File: src/design/uad_cfg.svh
// register offsets, field positions, reset values and timing counts of the detect core
`ifndef UAD_CFG_SVH
`define UAD_CFG_SVH
`define UAD_ADDR_CONTROL 8'h02
`define UAD_ADDR_EVENTS 8'h03
`define UAD_ADDR_EVMASK 8'h04
`define UAD_ADDR_STATUS 8'h05
`define UAD_ADDR_RCODE 8'h06
`define UAD_ADDR_TIMING 8'h07
`define UAD_ADDR_MANSW 8'h08
`define UAD_CTL_INTMASK 0
`define UAD_CTL_MANEN 2
`define UAD_CTL_IDDIS 3
`define UAD_CTL_SOFTRST 6
`define UAD_CTL_RESET 8'h05
`define UAD_MANSW_RESET 8'h07
`define UAD_EVMASK_RESET 8'h00
`define UAD_TIMING_RESET 8'h03
`define UAD_FET_CLOSED 2'h3
`define UAD_HOST1_SW 8'h04
`define UAD_EV_RCHANGE 0
`define UAD_EV_VBCHANGE 1
`define UAD_EV_ATTACH 2
`define UAD_EV_DETACH 3
`define UAD_RCODE_FLOAT 5'h00
`define UAD_RCODE_RIDA 5'h0A
`define UAD_RCODE_MAX 5'h16
`define UAD_CLK_HZ 40000000
`define UAD_BUS_HOLD_MS 30
`define UAD_BUS_HOLD_CYC ((`UAD_BUS_HOLD_MS * `UAD_CLK_HZ) / 1000)
`define UAD_RDET_UNIT_US 100
`define UAD_RDET_UNIT_CYC ((`UAD_RDET_UNIT_US * (`UAD_CLK_HZ / 1000000)))
`define UAD_SAMPLES_FIRST 3
`define UAD_SAMPLES_AFTER 2
`endif

File: src/design/uad_pkg.sv
// types shared by the detect core and the baseband controller
package uad_pkg;
    typedef enum logic [2:0] {
        UAD_ST_STANDBY = 3'b001,
        UAD_ST_DETECT = 3'b010,
        UAD_ST_ATTACHED = 3'b100
    } uad_det_type;
    typedef enum logic [3:0] {
        UAD_DS_IDLE = 4'b0001,
        UAD_DS_RUN = 4'b0010,
        UAD_DS_HALT = 4'b0100,
        UAD_DS_DONE = 4'b1000
    } uad_disc_type;
    typedef enum logic [2:0] {
        UAD_HS_IDLE = 3'b001,
        UAD_HS_READ = 3'b010,
        UAD_HS_HOLD = 3'b100
    } uad_host_type;
endpackage : uad_pkg

File: src/design/uad_link_if.sv
// link between baseband controller and detect core
`timescale 1ns/1ps
interface uad_link_if;
    logic [7:0] addr;
    logic [7:0] wdata;
    logic wr;
    logic rd;
    logic [7:0] rdata;
    logic scl;
    logic sda;
    logic irq_out_n;
    modport device (input addr, input wdata, input wr, input rd, output rdata,
                    input scl, input sda, output irq_out_n);
    modport host (output addr, output wdata, output wr, output rd, input rdata,
                  output scl, output sda, input irq_out_n);
endinterface : uad_link_if

File: src/design/uad_device.sv
// accessory detect core: resets, power gating, interrupts, id classification, switch control
// Overview of operation
// - power-up hardware reset loads all defaults
// - power-on reset on supply edges listed
// - both bus lines low 30ms resets
// - writing control bit 6 soft-resets
// - soft reset spares control and manual registers
// - after reset standby watches vbus and id
// - attach with valid vbus closes fet
// - registers need io supply; detection needs power
// - reset sets global mask, irq high
// - unmasked event drives irq low; read clears
// - separate per-source interrupt mask register
// - vbus valid only above 4.0 V
// - id and vbus changes raise events
// - initial id needs three agreeing samples
// - after attach two agreeing samples suffice
// - detect-disable (once attached) and float stop measurement
// - discovery once per vbus attach
// - measured id halts discovery except rid-a
// - manual enable applies manual switch register
// - default host1 switches close on attach
// - detach opens everything, flags id change
// - resistor code updates, codes 0 to 22
// - host clears mask, programs switches open
// - manual enable defaults to one
`timescale 1ns/1ps
`include "uad_cfg.svh"
module uad_device #(
    parameter int unsigned HOLD_CYC = `UAD_BUS_HOLD_CYC,
    parameter int unsigned UNIT_CYC = `UAD_RDET_UNIT_CYC
) (
    input wire logic clk_i,
    input wire logic srst_i,
    input wire logic vbus_above_4v0_i,
    input wire logic vbat_valid_i,
    input wire logic vbat_below_1v0_i,
    input wire logic host_io_supply_i,
    input wire logic id_pin_floating_i,
    input wire logic [4:0] id_adc_code_i,
    input wire logic disc_stage_end_i,
    input wire logic disc_finished_i,
    output logic id_meas_enable_o,
    output logic disc_run_o,
    output logic fet_close_o,
    output logic [7:0] switch_state_o,
    output logic [4:0] resistor_code_o,
    uad_link_if.device link
);
    typedef struct packed {
        logic [6:0] s1;
        logic [6:0] s2;
        logic [4:0] code_s1;
        logic [4:0] code_s2;
        logic vbus_d;
        logic vbat_d;
        logic io_d;
        logic float_d;
        logic [31:0] hold_cnt;
        logic [7:0] control;
        logic [7:0] mansw;
        logic [7:0] events;
        logic [7:0] evmask;
        logic [7:0] timing;
        logic [4:0] rcode;
        logic [4:0] last_code;
        logic [1:0] agree;
        logic [31:0] tick_cnt;
        uad_pkg::uad_det_type det;
        uad_pkg::uad_disc_type disc;
        logic fet;
        logic [7:0] sw;
        logic [7:0] rdata;
    } uad_dstate_type;
    uad_dstate_type s_r;
    uad_dstate_type s_nxt;

    logic vbus_ok;
    logic vbat_ok;
    logic io_ok;
    logic id_pin_floating;
    logic bus_low;
    logic hw_rst;
    logic sw_rst;
    logic attach_now;
    logic man_en;
    logic [7:0] set_ev;
    logic sample_tick;
    logic [1:0] need;
    logic [31:0] interval;

    // second sync stage only; first stage feeds nothing else
    assign vbus_ok = s_r.s2[0];
    assign vbat_ok = s_r.s2[1];
    assign io_ok = s_r.s2[2];
    assign id_pin_floating = s_r.s2[3];
    assign bus_low = ~s_r.s2[4] & ~s_r.s2[5];
    assign man_en = s_r.control[`UAD_CTL_MANEN];
    assign interval = ({24'h000000, s_r.timing} + 32'h00000001) * UNIT_CYC[31:0];
    assign sample_tick = s_r.tick_cnt >= interval - 32'h00000001;
    assign need = (s_r.det == uad_pkg::UAD_ST_ATTACHED) ? 2'(`UAD_SAMPLES_AFTER) : 2'(`UAD_SAMPLES_FIRST);
    assign attach_now = ~id_pin_floating | vbus_ok;

    always_comb begin
        s_nxt = s_r;
        set_ev = 8'h00;
        s_nxt.s1 = {vbat_below_1v0_i, link.sda, link.scl, id_pin_floating_i, host_io_supply_i, vbat_valid_i,
            vbus_above_4v0_i};
        s_nxt.s2 = s_r.s1;
        s_nxt.code_s1 = id_adc_code_i;
        s_nxt.code_s2 = s_r.code_s1;
        s_nxt.vbus_d = vbus_ok;
        s_nxt.vbat_d = vbat_ok;
        s_nxt.io_d = io_ok;
        s_nxt.float_d = id_pin_floating;
        // battery-low strap synced beside vbus so strap and edge line up
        hw_rst = (vbus_ok & ~s_r.vbus_d & s_r.s2[6])
            | (vbat_ok & ~s_r.vbat_d & ~vbus_ok)
            | (~io_ok & s_r.io_d);
        s_nxt.hold_cnt = bus_low ? s_r.hold_cnt + 32'h00000001 : 32'h00000000;
        if (bus_low && s_r.hold_cnt >= HOLD_CYC - 1) begin
            hw_rst = 1'b1;
            s_nxt.hold_cnt = 32'h00000000;
        end
        // register port is dead while the io supply is absent
        sw_rst = io_ok & link.wr & (link.addr == `UAD_ADDR_CONTROL) & link.wdata[`UAD_CTL_SOFTRST];
        s_nxt.rdata = 8'h00;
        if (io_ok && link.rd) begin
            case (link.addr)
                `UAD_ADDR_CONTROL: s_nxt.rdata = s_r.control;
                `UAD_ADDR_EVENTS: s_nxt.rdata = s_r.events;
                `UAD_ADDR_EVMASK: s_nxt.rdata = s_r.evmask;
                `UAD_ADDR_STATUS: s_nxt.rdata = {5'h00, s_r.det == uad_pkg::UAD_ST_ATTACHED, id_pin_floating, vbus_ok};
                `UAD_ADDR_RCODE: s_nxt.rdata = {3'h0, s_r.rcode};
                `UAD_ADDR_TIMING: s_nxt.rdata = s_r.timing;
                `UAD_ADDR_MANSW: s_nxt.rdata = s_r.mansw;
                default: s_nxt.rdata = 8'h00;
            endcase
        end
        if (io_ok && link.wr) begin
            case (link.addr)
                `UAD_ADDR_CONTROL: s_nxt.control = {1'b0, link.wdata[6:0]} & 8'hBF;
                `UAD_ADDR_EVMASK: s_nxt.evmask = link.wdata;
                `UAD_ADDR_TIMING: s_nxt.timing = link.wdata;
                `UAD_ADDR_MANSW: s_nxt.mansw = link.wdata;
                default: s_nxt.control = s_nxt.control;
            endcase
        end
        // detection runs on battery or bus power alone
        s_nxt.tick_cnt = sample_tick ? 32'h00000000 : s_r.tick_cnt + 32'h00000001;
        if (!(vbus_ok || vbat_ok)) begin
            s_nxt.det = uad_pkg::UAD_ST_STANDBY;
            s_nxt.tick_cnt = 32'h00000000;
        end else begin
            case (s_r.det)
                uad_pkg::UAD_ST_STANDBY: begin
                    s_nxt.agree = 2'h0;
                    if (attach_now) begin
                        s_nxt.det = uad_pkg::UAD_ST_DETECT;
                        set_ev[`UAD_EV_VBCHANGE] = vbus_ok ^ s_r.vbus_d;
                    end
                end
                uad_pkg::UAD_ST_DETECT, uad_pkg::UAD_ST_ATTACHED: begin
                    if (vbus_ok != s_r.vbus_d) begin
                        set_ev[`UAD_EV_VBCHANGE] = 1'b1;
                    end
                    if (id_pin_floating != s_r.float_d) begin
                        s_nxt.agree = 2'h0;
                        if (id_pin_floating) begin
                            // float is watched even with measurement disabled
                            s_nxt.rcode = `UAD_RCODE_FLOAT;
                            set_ev[`UAD_EV_RCHANGE] = s_r.rcode != `UAD_RCODE_FLOAT;
                        end
                    end else if (sample_tick && id_meas_enable_o) begin
                        s_nxt.last_code = s_r.code_s2;
                        s_nxt.agree = (s_r.code_s2 == s_r.last_code && s_r.agree != 2'h3) ? s_r.agree + 2'h1 : 2'h1;
                        if (s_nxt.agree >= need && s_r.code_s2 <= `UAD_RCODE_MAX) begin
                            if (s_r.code_s2 != s_r.rcode) begin
                                s_nxt.rcode = s_r.code_s2;
                                set_ev[`UAD_EV_RCHANGE] = 1'b1;
                            end
                        end
                    end
                    if (s_r.det == uad_pkg::UAD_ST_DETECT && (vbus_ok || s_nxt.agree >= need)) begin
                        s_nxt.det = uad_pkg::UAD_ST_ATTACHED;
                        set_ev[`UAD_EV_ATTACH] = 1'b1;
                        s_nxt.sw = man_en ? {s_r.mansw[7:2], 2'h0} : `UAD_HOST1_SW;
                    end
                    if (!attach_now) begin
                        // detach wins over manual mode
                        s_nxt.det = uad_pkg::UAD_ST_STANDBY;
                        s_nxt.sw = 8'h00;
                        s_nxt.rcode = `UAD_RCODE_FLOAT;
                        set_ev[`UAD_EV_DETACH] = 1'b1;
                        set_ev[`UAD_EV_RCHANGE] = ~s_r.float_d | (s_r.rcode != `UAD_RCODE_FLOAT);
                    end
                end
                default: s_nxt.det = uad_pkg::UAD_ST_STANDBY;
            endcase
        end
        if (s_r.det == uad_pkg::UAD_ST_ATTACHED && man_en && attach_now && !s_r.control[`UAD_CTL_MANEN - 1]) begin
            s_nxt.sw = {s_r.mansw[7:2], 2'h0};
        end
        s_nxt.fet = (s_nxt.det != uad_pkg::UAD_ST_STANDBY) & vbus_ok
            & ~(man_en & (s_r.mansw[1:0] != `UAD_FET_CLOSED));
        case (s_r.disc)
            uad_pkg::UAD_DS_IDLE: if (vbus_ok && !s_r.vbus_d) s_nxt.disc = uad_pkg::UAD_DS_RUN;
            uad_pkg::UAD_DS_RUN: begin
                if (disc_finished_i) begin
                    s_nxt.disc = uad_pkg::UAD_DS_DONE;
                end else if (disc_stage_end_i && !id_pin_floating && s_r.rcode != `UAD_RCODE_FLOAT
                             && s_r.rcode != `UAD_RCODE_RIDA) begin
                    s_nxt.disc = uad_pkg::UAD_DS_HALT;
                end
            end
            uad_pkg::UAD_DS_HALT: if (id_pin_floating || s_r.rcode == `UAD_RCODE_RIDA) s_nxt.disc = uad_pkg::UAD_DS_RUN;
            uad_pkg::UAD_DS_DONE: s_nxt.disc = uad_pkg::UAD_DS_DONE;
            default: s_nxt.disc = uad_pkg::UAD_DS_IDLE;
        endcase
        if (!vbus_ok) begin
            s_nxt.disc = uad_pkg::UAD_DS_IDLE;
        end
        // set beats the clear-on-read in the same cycle
        s_nxt.events = ((io_ok && link.rd && link.addr == `UAD_ADDR_EVENTS) ? 8'h00 : s_r.events) | set_ev;
        if (sw_rst) begin
            s_nxt.events = 8'h00;
            s_nxt.evmask = `UAD_EVMASK_RESET;
            s_nxt.timing = `UAD_TIMING_RESET;
            s_nxt.rcode = `UAD_RCODE_FLOAT;
            s_nxt.det = uad_pkg::UAD_ST_STANDBY;
            s_nxt.disc = uad_pkg::UAD_DS_IDLE;
            s_nxt.sw = 8'h00;
            s_nxt.fet = 1'b0;
            s_nxt.agree = 2'h0;
        end
    end

    always_comb begin
        id_meas_enable_o = (s_r.det != uad_pkg::UAD_ST_STANDBY) & ~id_pin_floating
            & ~(s_r.det == uad_pkg::UAD_ST_ATTACHED & s_r.control[`UAD_CTL_IDDIS]);
    end

    always_ff @(posedge clk_i) begin
        if (srst_i || hw_rst) begin
            s_r <= '0;
            s_r.s1 <= {s_nxt.s1};
            s_r.s2 <= s_nxt.s2;
            s_r.vbus_d <= s_nxt.vbus_d;
            s_r.vbat_d <= s_nxt.vbat_d;
            s_r.io_d <= s_nxt.io_d;
            s_r.float_d <= 1'b1;
            s_r.control <= `UAD_CTL_RESET;
            s_r.mansw <= `UAD_MANSW_RESET;
            s_r.timing <= `UAD_TIMING_RESET;
            s_r.evmask <= `UAD_EVMASK_RESET;
            s_r.det <= uad_pkg::UAD_ST_STANDBY;
            s_r.disc <= uad_pkg::UAD_DS_IDLE;
        end else begin
            s_r <= s_nxt;
        end
    end

    assign link.rdata = s_r.rdata;
    assign link.irq_out_n = ~(io_ok & ~s_r.control[`UAD_CTL_INTMASK] & |(s_r.events & ~s_r.evmask));
    assign disc_run_o = s_r.disc == uad_pkg::UAD_DS_RUN;
    assign fet_close_o = s_r.fet;
    assign switch_state_o = s_r.sw;
    assign resistor_code_o = s_r.rcode;
endmodule : uad_device

File: src/flat_wrapper.sv
// flat-port wrapper written by rule: the top's interface ports become plain ports
module uad_device_flat 
#(
    parameter int unsigned HOLD_CYC = `UAD_BUS_HOLD_CYC,
    parameter int unsigned UNIT_CYC = `UAD_RDET_UNIT_CYC
)
  (clk_i, srst_i, vbus_above_4v0_i, vbat_valid_i, vbat_below_1v0_i, host_io_supply_i, id_pin_floating_i, id_adc_code_i, disc_stage_end_i, disc_finished_i, id_meas_enable_o, disc_run_o, fet_close_o, switch_state_o, resistor_code_o, link_addr, link_wdata, link_wr, link_rd, link_rdata, link_scl, link_sda, link_irq_out_n);
  uad_link_if link_i ();
  input wire logic clk_i;
  input wire logic srst_i;
  input wire logic vbus_above_4v0_i;
  input wire logic vbat_valid_i;
  input wire logic vbat_below_1v0_i;
  input wire logic host_io_supply_i;
  input wire logic id_pin_floating_i;
  input wire logic [4:0] id_adc_code_i;
  input wire logic disc_stage_end_i;
  input wire logic disc_finished_i;
  output logic id_meas_enable_o;
  output logic disc_run_o;
  output logic fet_close_o;
  output logic [7:0] switch_state_o;
  output logic [4:0] resistor_code_o;
  input wire logic [$bits(link_i.addr)-1:0] link_addr;
  input wire logic [$bits(link_i.wdata)-1:0] link_wdata;
  input wire logic [$bits(link_i.wr)-1:0] link_wr;
  input wire logic [$bits(link_i.rd)-1:0] link_rd;
  output wire logic [$bits(link_i.rdata)-1:0] link_rdata;
  input wire logic [$bits(link_i.scl)-1:0] link_scl;
  input wire logic [$bits(link_i.sda)-1:0] link_sda;
  output wire logic [$bits(link_i.irq_out_n)-1:0] link_irq_out_n;
  assign link_i.addr = link_addr;
  assign link_i.wdata = link_wdata;
  assign link_i.wr = link_wr;
  assign link_i.rd = link_rd;
  assign link_rdata = link_i.rdata;
  assign link_i.scl = link_scl;
  assign link_i.sda = link_sda;
  assign link_irq_out_n = link_i.irq_out_n;
  uad_device #(.HOLD_CYC(HOLD_CYC), .UNIT_CYC(UNIT_CYC)) u_core (.clk_i(clk_i), .srst_i(srst_i), .vbus_above_4v0_i(vbus_above_4v0_i), .vbat_valid_i(vbat_valid_i), .vbat_below_1v0_i(vbat_below_1v0_i), .host_io_supply_i(host_io_supply_i), .id_pin_floating_i(id_pin_floating_i), .id_adc_code_i(id_adc_code_i), .disc_stage_end_i(disc_stage_end_i), .disc_finished_i(disc_finished_i), .id_meas_enable_o(id_meas_enable_o), .disc_run_o(disc_run_o), .fet_close_o(fet_close_o), .switch_state_o(switch_state_o), .resistor_code_o(resistor_code_o), .link(link_i));
endmodule
File: config.mk
export PLATFORM = sky130hd
export DESIGN_NAME = uad_device_flat
export DESIGN_NICKNAME = d
export VERILOG_FILES = /design/src/design/uad_pkg.sv /design/src/design/uad_link_if.sv /design/src/design/uad_device.sv /design/src/flat_wrapper.sv
export VERILOG_INCLUDE_DIRS = /design/src /design/src/design
export SDC_FILE = /design/constraint.sdc
export NUM_CORES = 1
export LEC_CHECK = 0
export BUFFER_PORTS_ARGS = -buffer_cell sky130_fd_sc_hd__buf_2
export CAP_MARGIN = 15
export CORE_ASPECT_RATIO = 0.8
export CORE_MARGIN = 2
export CORE_UTILIZATION = 38
export DETAILED_ROUTE_END_ITERATION = 6
export PLACE_DENSITY = 0.58
export SLEW_MARGIN = 10
export SYNTH_ARGS = -nofsm -noshare
export SYNTH_HDL_FRONTEND = slang
export SYNTH_SLANG_ARGS = --single-unit
File: constraint.sdc
create_clock -name clk_i -period 14 [get_ports clk_i]
set_clock_uncertainty 0.2 [all_clocks]
set_input_delay 0.7 -clock clk_i [delete_from_list [all_inputs] [get_ports clk_i]]
set_output_delay 0.7 -clock clk_i [all_outputs]
set_load 0.01 [all_outputs]
-- After elaboration in Yosys (flattened, before gate mapping)
Cells that the tools add are included.
- bits in registers: 166
- bits of input ports: 34
- output and inout port bits: 25
- logic and storage cells: 198
- $add $sub $neg: 5
- multiply operators: 1
- magnitude comparators: 5
- eq/ne operators: 33
- muxes and demuxes: 45
- bitwise operators: 41
- reduce and logical (&&, ||, !) cells: 44
- operators by type and width (operator ; number):
    $add 32x1->32 const B ; 2
    $mux 8 ; 7
    $pmux 8 s7 ; 1
    $eq 8x3->1 const B ; 4
    $ge 32x21->1 const B ; 1
    $ge 32x32->1 ; 1
    $mul 32x7->27 const B ; 1
    $sub 32x1->32 const B ; 1
    $mux 5 ; 5
    $mux 4 ; 5
    $and 1x1->1 ; 17
    $eq 8x2->1 const B ; 2
    $not 1->1 ; 16
    $pmux 4 s4 ; 1
    $logic_and 1x1->1 ; 15
    $mux 1 ; 13
    $mux 12 ; 1
    $mux 3 ; 4
    $ne 3x3->1 const B ; 4
    $reduce_or 3->1 ; 4
    $mux 2 ; 5
    $reduce_and 2->1 ; 5
    $add 8x1->9 const B ; 1
    $reduce_and 3->1 ; 3
    other kinds (36) ; 55

-- Longest topological paths before layout
Gate-level depths: netlist of the first run.
- depth after elaboration: 20
- depth in mapped cells: 35
- mapped depth without buffers: 32

-- Worst setup path after synthesis of the first run
No wires, ideal clock.
- path type: flip-flop to flip-flop
- start: register u_core.s_r[69] (netlist bit)
- end: register u_core.s_r, in the netlist u_core.switch_state_o[2]
- setup time: 72 ps
- arrival: 8004 ps
- data required time: 13728 ps
- path slack: 5725 ps
- cell stages (with the launch flop): 34
- path buffers: 2
- clock period less this slack: 8275 ps
- cell sequence: dfxtp_1 ha_1 nand3_1 xnor2_1 xnor2_1 xnor2_1 fa_1 fa_1 fa_1 inv_1 ha_1 buf_2 o21a_1 o2111a_1 a221o_2 a311oi_2 o211ai_2 nor2_2 nand3_1 ha_1 nand4_1 nor4_1 inv_1 a311oi_2 nor3_1 or3_1 ha_1 inv_1 a21oi_1 nand2_1 nor3_1 o31a_1 buf_2 mux2i_1
- cells in the longest elaborated chain, start to end: 14
- RTL lines (what ; line ; source):
    start, declared ; uad_device.sv:75 ; uad_dstate_type s_r;
    start signal, assigned ; uad_device.sv:259 ; s_r <= s_nxt;
    $add 8x1->9 ; uad_device.sv:99 ; assign interval = ({24'h000000, s_r.timing} + 32'h00000001) * UNIT_CYC[31:0];
    $mul 32x7->27 ; uad_device.sv:99 ;
    $sub 32x1->32 ; uad_device.sv:100 ; assign sample_tick = s_r.tick_cnt >= interval - 32'h00000001;
    $ge 32x32->1 ; uad_device.sv:100 ;
    $logic_and 1x1->1 ; uad_device.sv:174 ; end else if (sample_tick && id_meas_enable_o) begin
    $mux 12 ; uad_device.sv:174 ;
    $mux 2 ; uad_device.sv:167 ; if (id_pin_floating != s_r.float_d) begin
    $mux 2 ; uad_device.sv:155 ; case (s_r.det)
    $mux 2 ; uad_device.sv:151 ; if (!(vbus_ok || vbat_ok)) begin
    $ge 2x2->1 ; uad_device.sv:184 ; if (s_r.det == uad_pkg::UAD_ST_DETECT && (vbus_ok || s_nxt.agree >= need)) begin
    $logic_or 1x1->1 ; uad_device.sv:184 ;
    $logic_and 1x1->1 ; uad_device.sv:184 ;
    $ne 3x3->1 (no source line) ; -- ;
    $reduce_and 3->1 (no source line) ; -- ;
No other way between the ends. The select of a mux whose other input is x is not followed.
A chain may end at the register's enable or synchronous reset.

-- Worst setup path in the final report of the first run
- start: register u_core.s_r[68] (netlist bit)
- end: register u_core.s_r, in the netlist u_core.switch_state_o[2]
The elaborated chain is that of the path after synthesis.

==> out/results.tsv, run 1 <==
metric	value	unit
status	completed	
drive_above_1_share	0.102	
tightestPinTransition	1.17	ns
num_vias	7635	
die_h	146	µm
timing.final.crit_share	0.695	
rsz0062_at_grt	no	
worst_path_max_delay_cell	xnor2_1	
cts_htree_levels	4	
synthCells	1092	
slew-limit-headroom	0.216	
num-nets-final	1259	
grt_util_met3	0.0325	
netlist_top_cells_area	dfxtp_1 (34%), ha_1 (9.7%), xnor2_1 (4.6%)	
synth_seq_area_share	0.335	
routedWlPerCell	15.0	µm
grt_pass1_vias	7243	
cp_num_buf_inv	3	
rows	51	
ys_ff_latch	160	
setup-tns-final	0	ns
post-synth-top-area-fraction	0.335	
power_density	89.7	nW/µm²
finalHoldViolCount	0	
hp-class	flop to flop	
fillers	2462	
cts_buffers	17	
grt.busiest_layer	met1	
place_congestion	0.846	
cp_data_arrival_time	9.89	ns
antenna_found_initial	1	
fin_cells	1461	
cts_hold_buffers	0	
path_max_fanout	9	
final_common_cell	dfxtp_1	
synth_area	9560	µm²
synth_area_per_cell	8.75	µm²
overflow	0	
peakVddDrop	77.9	µV
area_growth_syn_to_layout	10.6	%
slowest_delay	0.68	ns
report.final.slew_viol_count	0	
post-cts-setup-buffers	0	
die_w	181	µm
wirelength	22.0	mm
dp_hpwl	16.8	mm
start_util	0.390	
first_pass_iters	6	
leakagePower	0.00426	µW
yosysWarnings	0	
placed_cells	1429	
rr_worst_depth	31	
cts_tree	built	
ys.flop_type	dfxtp_1	
end_kind	flop	
worst_setup_path_start_kind	flop	
clkSinkCount	160	
whs_path_depth	0	
globalRouteMet1Util	0.256	
synth_edf_count	0	
drcViolationCount	0	
cp.depth	31	
finalCriticalPeriod	9.72	ns
setup_viol	0	
cts-resized-gates	0	
crit_family	adder cells	
yosys.area.top_type	dfxtp_1	
cts_root_buffer	clkbuf_16	
die_area	26400	µm²
viasPerCell	5.23	
drt_iter0_drc	628	
fmax	103	MHz
worstSetupPathType	flop to flop	
grt_pass1_wl	36.9	mm
synth_cell_types	78	
cp.required	14.16	ns
clockBufferDepth	2	
coreArea	24500	µm²
final_cell_mix	dfxtp_1 (160), nor2_1 (113), nand2_1 (96)	
track_usage	0.171	
path_clk_slew	0.07	ns
grtUsageMet2	0.246	
drtAntennaViolNets	0	
synth-async-reset-ratio	0	
grt_max_degree	33	
cpMostUsedCell	ha_1	
ios	59	
port_buffers	56	
clk_latency	0.43	ns
cap_violations	0	
synth_stat cells (5+ instances only):
cell type and number:
a21o_1 12, a21oi_1 47, a222oi_1 6, a31oi_1 7
and2_1 12, and3_1 19, buf_2 11, buf_4 22
clkbuf_1 17, dfxtp_1 160, fa_1 20, ha_1 74
inv_1 64, mux2i_1 28, nand2_1 96, nand2b_1 15
nand3_1 63, nand3b_1 6, nand4_1 18, nor2_1 113
nor2b_1 9, nor3_1 25, nor4_1 7, o211ai_1 6
o21ai_0 30, o22ai_1 9, or2_2 5, or3_1 11
xnor2_1 50, xor2_1 48
flip-flops by register name, summed over array words and instances, names as in the netlist:
name                    count
u_core.s_r                123
u_core.s_nxt               14
u_core.link.rdata           8
u_core.switch_state_o       6
u_core.resistor_code_o      5
u_core.fet_close_o          1
u_core.id_pin_floating      1
u_core.io_ok                1
u_core.man_en               1
routing by layer:
layer	routed length, µm	vias up	part of all wire
li1	-	3875	-
met1	11400	3547	0.52
met2	9130	187	0.42
met3	1140	26	0.052
met4	272	0	0.012
met5	0	-	0
cell families (layout without fill, tap and decap cells):
group,after synthesis,count (layout),share of synthesized area
XOR/XNOR,100,100,0.0944
adder cells (fa/ha/maj),94,94,0.139
AO/OA/AOI/OAI,173,173,0.127
AND/OR/NAND/NOR,421,421,0.219
flip-flops,160,160,0.335
buffers and inverters,115,153,0.0560
other,1,14,0.000392
multiplexers,28,28,0.0293
worst register-to-register path: cells and delay by family (launching register included):
family                   cells  cell delay [ns]
adder cells (fa/ha/maj)      7             2.92
AND/OR/NAND/NOR              9             1.91
multiplexers                 1             0.24
buffers and inverters        3             0.22
flip-flops                   1             0.57
AO/OA/AOI/OAI                8             2.41
XOR/XNOR                     3             1.21
area by class of cell:
| class | count | area, µm² | area share |
|---|---|---|---|
| clock inverters | 12 | 126 | 0.0120 |
| multi-input cells | 829 | 5860 | 0.555 |
| flip-flops and latches | 160 | 3200 | 0.303 |
| repair buffers | 59 | 310 | 0.0293 |
| inverters | 64 | 240 | 0.0227 |
| well taps | 318 | 398 | 0.0376 |
| clock buffers | 18 | 429 | 0.0406 |
| diodes | 1 | 2.50 | 0.000237 |
metrics by stage:
step | worst slack (ns) | hold slack (ns) | utilization | power, µW | cell area [µm²]
floorplan | 5.72 | 0.110 | - | 495 | 9600
global placement | 4.70 | 0.111 | 0.408 | 510 | 10000
detailed placement | 4.36 | 0.112 | 0.408 | 510 | 10000
CTS | 4.29 | 0.128 | 0.431 | 958 | 10600
global route | 3.51 | 0.132 | 0.431 | 984 | 10600
finish | 4.28 | 0.127 | 0.432 | 948 | 10600
path summary, 6_finish.rpt:
check                                       start  slack [ns]                        to
worst max-delay path               u_core.s_r[68]        4.28  u_core.switch_state_o[2]
worst min register to register  u_core.s_nxt[154]        0.13         u_core.s_nxt[143]
worst min-delay path            u_core.s_nxt[154]        0.13         u_core.s_nxt[143]
worst max register to register     u_core.s_r[68]        4.28  u_core.switch_state_o[2]
report_power, final:
part | internal [µW] | switching, µW
sequential | 462 | 4.98
clock | 247 | 200
combinational | 11.8 | 22.5
total | 721 | 228
No activity file was read; power rests on OpenSTA's default activity.
==> inputs of run 2 (changes only) <==
==> constraint.sdc (replaced) <==
create_clock -name clk_i -period 9.45 [get_ports clk_i]
set_clock_uncertainty 0.2 [all_clocks]
set_input_delay 0.4725 -clock clk_i [delete_from_list [all_inputs] [get_ports clk_i]]
set_output_delay 0.4725 -clock clk_i [all_outputs]
set_load 0.01 [all_outputs]
==> out/results.tsv, run 2 (synthesized netlist as in run 1, its figures left out) <==
metric	value	unit	change
port_buffers	56		unchanged
setup-tns-final	0	ns	unchanged
cp.required	9.61	ns	-4.55 ns
slowest_delay	0.57	ns	-0.11 ns
total_power	1440	µW	+51%
grt_max_degree	33		unchanged
viasPerCell	5.15		-1.4%
timing.final.crit_share	0.941		+0.247
grt_pass1_wl	36.5	mm	-1.2%
cts_root_buffer	clkbuf_16		
end_kind	flop		
cts_tree	built		
die_area	26400	µm²	unchanged
seqCellArea	3210	µm²	about the same
first_pass_iters	5		-1
routedWlPerCell	14.6	µm	-2.6%
fillers	2473		+0.45%
die_w	181	µm	unchanged
finalHoldViolCount	0		unchanged
antenna_found_initial	1		unchanged
regMostFlops	u_core.s_r		
grt_pass1_vias	7192		-0.70%
path_clk_slew	0.07	ns	about the same
status	completed		
start_util	0.390		unchanged
hp-class	primary input to flop		
clk_latency	0.43	ns	about the same
clockBufferDepth	2		unchanged
power_density	133	nW/µm²	+49%
slew-limit-headroom	0.470		+0.254
clkSinkCount	160		unchanged
coreArea	24500	µm²	unchanged
peakVddDrop	134	µV	+72%
die_h	146	µm	unchanged
drive_above_1_share	0.113		+0.0114
num-nets-final	1275		+1.3%
wirelength	21.6	mm	-1.4%
setup_viol	0		unchanged
final_cell_mix	dfxtp_1 (158), nor2_1 (112), nand2_1 (96)		
ios	59		unchanged
worst_path_max_delay_cell	fa_1		
multi_input_area	5880	µm²	+0.32%
drt_iter0_drc	514		-18%
leakagePower	0.00438	µW	+2.6%
final_common_cell	dfxtp_1		
n_antenna_cell	0		-1
rows	51		unchanged
cp_num_buf_inv	5		+2
cts_buffers	17		unchanged
largest_reg_flops	123		unchanged
worst_setup_path_start_kind	flop		
area_growth_syn_to_layout	12.7	%	
track_usage	0.168		-0.00328
num_vias	7613		-0.29%
report.final.slew_viol_count	0		unchanged
tightestPinTransition	0.792	ns	-0.380 ns
crit_family	adder cells		
worstSetupPathType	flop to flop		
overflow	0		unchanged
rsz0062_at_grt	no		
path_max_fanout	9		unchanged
cts_htree_levels	4		unchanged
finalCriticalPeriod	8.89	ns	-0.830 ns
r2r_slack	0.56	ns	-3.72 ns
cp_data_arrival_time	9.06	ns	-0.83 ns
drtAntennaViolNets	0		unchanged
cap_violations	0		unchanged
fmax	112	MHz	+9.3%
place_congestion	0.853		+0.92%
drcViolationCount	0		unchanged
dp_hpwl	16.5	mm	-1.4%
## run 2: changes by cell type in the layout (fill, tap and decap cells not counted), sizes merged
| cell | previous run | this run |
|---|---|---|
| clkbuf | 18 | 20 |
| buf | 59 | 68 |
| bufinv | 1 | 2 |
| dlygate4sd3 | 0 | 7 |
| clkinv | 1 | 3 |
| diode | 1 | 0 |
| clkinvlp | 4 | 1 |
## run 2: per-layer routing
metal  part of all wire  global-route usage  vias up
met1               0.54               0.257     3553
met2               0.41               0.240      140
met5                  0                   0        -
met3              0.041              0.0325       18
met4             0.0080              0.0407        0
li1                   -                   -     3902
## run 2: final timing paths
path / start / to / depth (start not counted)
setup / recovery: u_core.s_r[69] / u_core.switch_state_o[6] / 31
hold / removal: id_adc_code_i[1] / u_core.s_nxt[145] / 2
setup reg to reg: u_core.s_r[69] / u_core.switch_state_o[6] / 31
hold reg to reg: u_core.s_nxt[154] / u_core.s_nxt[143] / 0
## run 2: what timing repair did
action                     CTS  global route
setup endpoints to repair    0             8
hold buffers                 7             0
setup buffers                0             2
gates resized for setup      0             6
hold endpoints to repair     7             0
## run 2: stage by stage
| stage | hold slack, ns | setup WS, ns | util | area [µm²] | instances |
|---|---|---|---|---|---|
| 2_1_floorplan | 0.110 | 1.17 | - | 9600 | 1104 |
| 3_3_place_gp | 0.112 | 0.523 | 0.410 | 10100 | 1436 |
| 5_1_grt | 0.0218 | 0.00765 | 0.440 | 10800 | 1478 |
| 4_1_cts | 0.0249 | 0.373 | 0.437 | 10700 | 1475 |
| 3_5_place_dp | 0.112 | 0.437 | 0.410 | 10100 | 1436 |
| 6_report | 0.0428 | 0.555 | 0.440 | 10800 | 1478 |
## run 2: report_power, final
part	switching, µW	total [µW]	internal, µW
clock	294	690	396
sequential	7.32	691	684
combinational	34.4	55.0	20.6
## run 2: worst register-to-register path: cells and delay by family, from the launching register on
kind | cells | cell delay [ns]
flops | 1 | 0.52
buf+inv | 5 | 0.52
xor+xnor | 1 | 0.28
simple gates | 9 | 1.98
fa+ha+maj | 7 | 3.00
mux | 1 | 0.19
compound gates | 8 | 2.14
## run 2: layout make-up
class                           count  area share
Timing Repair Buffer               75      0.0427
Multi-Input combinational cell    829       0.546
Tap cell                          318      0.0369
Sequential cell                   160       0.298
Clock inverter                     12      0.0137
Clock buffer                       20      0.0405
Inverter                           64      0.0223
==> inputs of run 3 (changes only) <==
--- a/config.mk
+++ b/config.mk
@@ -10,9 +10,9 @@
 export CAP_MARGIN = 15
 export CORE_ASPECT_RATIO = 0.8
 export CORE_MARGIN = 2
-export CORE_UTILIZATION = 38
+export CORE_UTILIZATION = 40
 export DETAILED_ROUTE_END_ITERATION = 6
-export PLACE_DENSITY = 0.58
+export PLACE_DENSITY = 0.6
 export SLEW_MARGIN = 10
 export SYNTH_ARGS = -nofsm -noshare
 export SYNTH_HDL_FRONTEND = slang
==> out/results.tsv, run 3 (synthesized netlist as in run 1, its figures left out) <==
metric	value	unit	change
worst_setup_path_start_kind	flop		
first_pass_iters	6		+1
holdWs	0.0432	ns	+0.000377 ns
pwr-share-comb	0.039		about the same
peakVddDrop	202	µV	+51%
rr_worst_depth	31		unchanged
highest_layer	met4		
slew-limit-headroom	0.235		-0.236
drcViolationCount	0		unchanged
grt_max_degree	33		unchanged
die_h	142	µm	-2.5%
wl_met3	1.29	mm	+44%
cts_htree_levels	4		unchanged
swShare	0.239		+0.00493
final_cell_mix	dfxtp_1 (158), nor2_1 (112), nand2_1 (96)		
die_area	25200	µm²	-4.9%
overflow	0		unchanged
setup_viol	0		unchanged
cp.required	9.60	ns	about the same
num_vias	7642		+0.38%
p_int	1070	µW	-2.6%
clockBufferDepth	2		unchanged
path_clk_slew	0.06	ns	about the same
dp_slack	0.313	ns	-0.124 ns
min_to	u_core.s_nxt[148]		
drtAntennaViolNets	0		unchanged
ios	59		unchanged
leakagePower	0.00436	µW	-0.44%
antenna_found_initial	0		-1
finalCriticalPeriod	8.85	ns	-0.0420 ns
grt_pass1_wl	35.9	mm	-1.6%
final_common_cell	dfxtp_1		
start_util	0.407		+0.0174
total_power	1410	µW	-2.0%
worstHoldStart	id_adc_code_i[4]		
p_switching	336	µW	about the same
setup-tns-final	0	ns	unchanged
cts_tree	built		
p_seq_frac	0.490		+0.009
coreArea	23500	µm²	-4.3%
fmax	113	MHz	+0.47%
cp_data_arrival_time	9.01	ns	-0.05 ns
routedWlPerCell	14.6	µm	about the same
drt-met1-wl	11.1	mm	-4.4%
cts_buffers	17		unchanged
clkSinkCount	160		unchanged
tightestPinTransition	1.15	ns	+0.356 ns
num-nets-final	1277		+0.16%
die_w	177	µm	-2.5%
fillers	2327		-5.9%
r2r_slack	0.60	ns	+0.04 ns
timing.final.crit_share	0.937		-0.00445
finalHoldViolCount	0		unchanged
drt_iter0_drc	477		-7.2%
rows	50		-2.0%
worstReg2RegEnd	u_core.switch_state_o[6]		
report.final.slew_viol_count	0		unchanged
path_max_fanout	9		unchanged
port_buffers	56		unchanged
clockPowerShare	0.471		-0.010
cts_root_buffer	clkbuf_16		
regMostFlops	u_core.s_r		
clk_latency	0.43	ns	about the same
place_congestion	0.881		+3.3%
viasPerCell	5.19		+0.72%
dr_wl_met2	8.92	mm	-0.37%
dp_hpwl	16.5	mm	-0.18%
hp-class	primary input to flop		
slowest_delay	0.58	ns	about the same
track_usage	0.178		+0.00944
worstSetupPathType	flop to flop		
n_antenna_cell	0		unchanged
finalWorstSetupSlack	0.597	ns	+0.0420 ns
whs_path_depth	2		unchanged
drive_above_1_share	0.115		+0.00163
largest_reg_flops	123		unchanged
worst_path_max_delay_cell	fa_1		
end_kind	flop		
power_density	131	nW/µm²	-1.7%
cap_violations	0		unchanged
status	completed		
area_growth_syn_to_layout	12.4	%	
wirelength	21.6	mm	-0.35%
timing.rr.start	u_core.s_r[69]		
grt_pass1_vias	7114		-1.1%
[run 3: routing by layer]
layer / vias up / GRT usage
li1: 3921 / -
met1: 3531 / 0.264
met2: 172 / 0.253
met3: 18 / 0.0425
met4: 0 / 0.0513
met5: - / 0
[run 3: area by class of cell]
cell class | instances | area, µm² | share of cell area
tap | 312 | 390 | 0.0363
clock inverter | 12 | 129 | 0.0120
clock buffer | 19 | 433 | 0.0403
sequential | 160 | 3210 | 0.298
timing repair buffer | 77 | 455 | 0.0424
multi-input combinational | 829 | 5890 | 0.548
inverter | 64 | 240 | 0.0224
[run 3: per-stage QoR]
step	util	std cells	instance area, µm²
floorplan	-	1104	9600
global placement	0.429	1432	10100
detailed placement	0.429	1432	10100
CTS	0.456	1470	10700
global route	0.458	1473	10700
finish	0.458	1473	10700
[run 3: worst max path at each step]
stage,depth (start not counted),start,slack (ns),endpoint
after floorplan,33,u_core.s_r[69],1.17,u_core.switch_state_o[2]
after global placement,33,u_core.s_r[68],0.54,u_core.switch_state_o[6]
after detailed placement,31,u_core.s_r[68],0.31,u_core.switch_state_o[7]
after CTS,31,u_core.s_r[68],0.28,u_core.switch_state_o[7]
after global routing,31,u_core.s_r[69],-0.04,u_core.switch_state_o[6]
final,31,u_core.s_r[69],0.60,u_core.switch_state_o[6]
[run 3: timing repair]
action / CTS / global route
gates resized for setup: 0 / 8
endpoints found under the setup margin: 0 / 9
hold endpoints to repair: 7 / 0
setup buffers: 0 / 3
hold buffers: 7 / 0
[run 3: critical path: cells and delay by family, from the launching register on]
| family | cells | cell delay [ns] |
|---|---|---|
| buf+inv | 5 | 0.54 |
| simple gates | 9 | 1.84 |
| mux | 1 | 0.20 |
| compound gates | 8 | 2.16 |
| fa+ha+maj | 7 | 3.03 |
| flops | 1 | 0.52 |
| xor+xnor | 1 | 0.27 |
[run 3: power by group through the flow]
stage	Combinational [µW]	Sequential, µW	Clock [µW]
4_1_cts	54.2	690	681
6_report	55.0	690	663
3_3_place_gp	51.6	705	0
3_5_place_dp	51.6	705	0
5_1_grt	60.3	691	711
2_1_floorplan	31.3	703	0
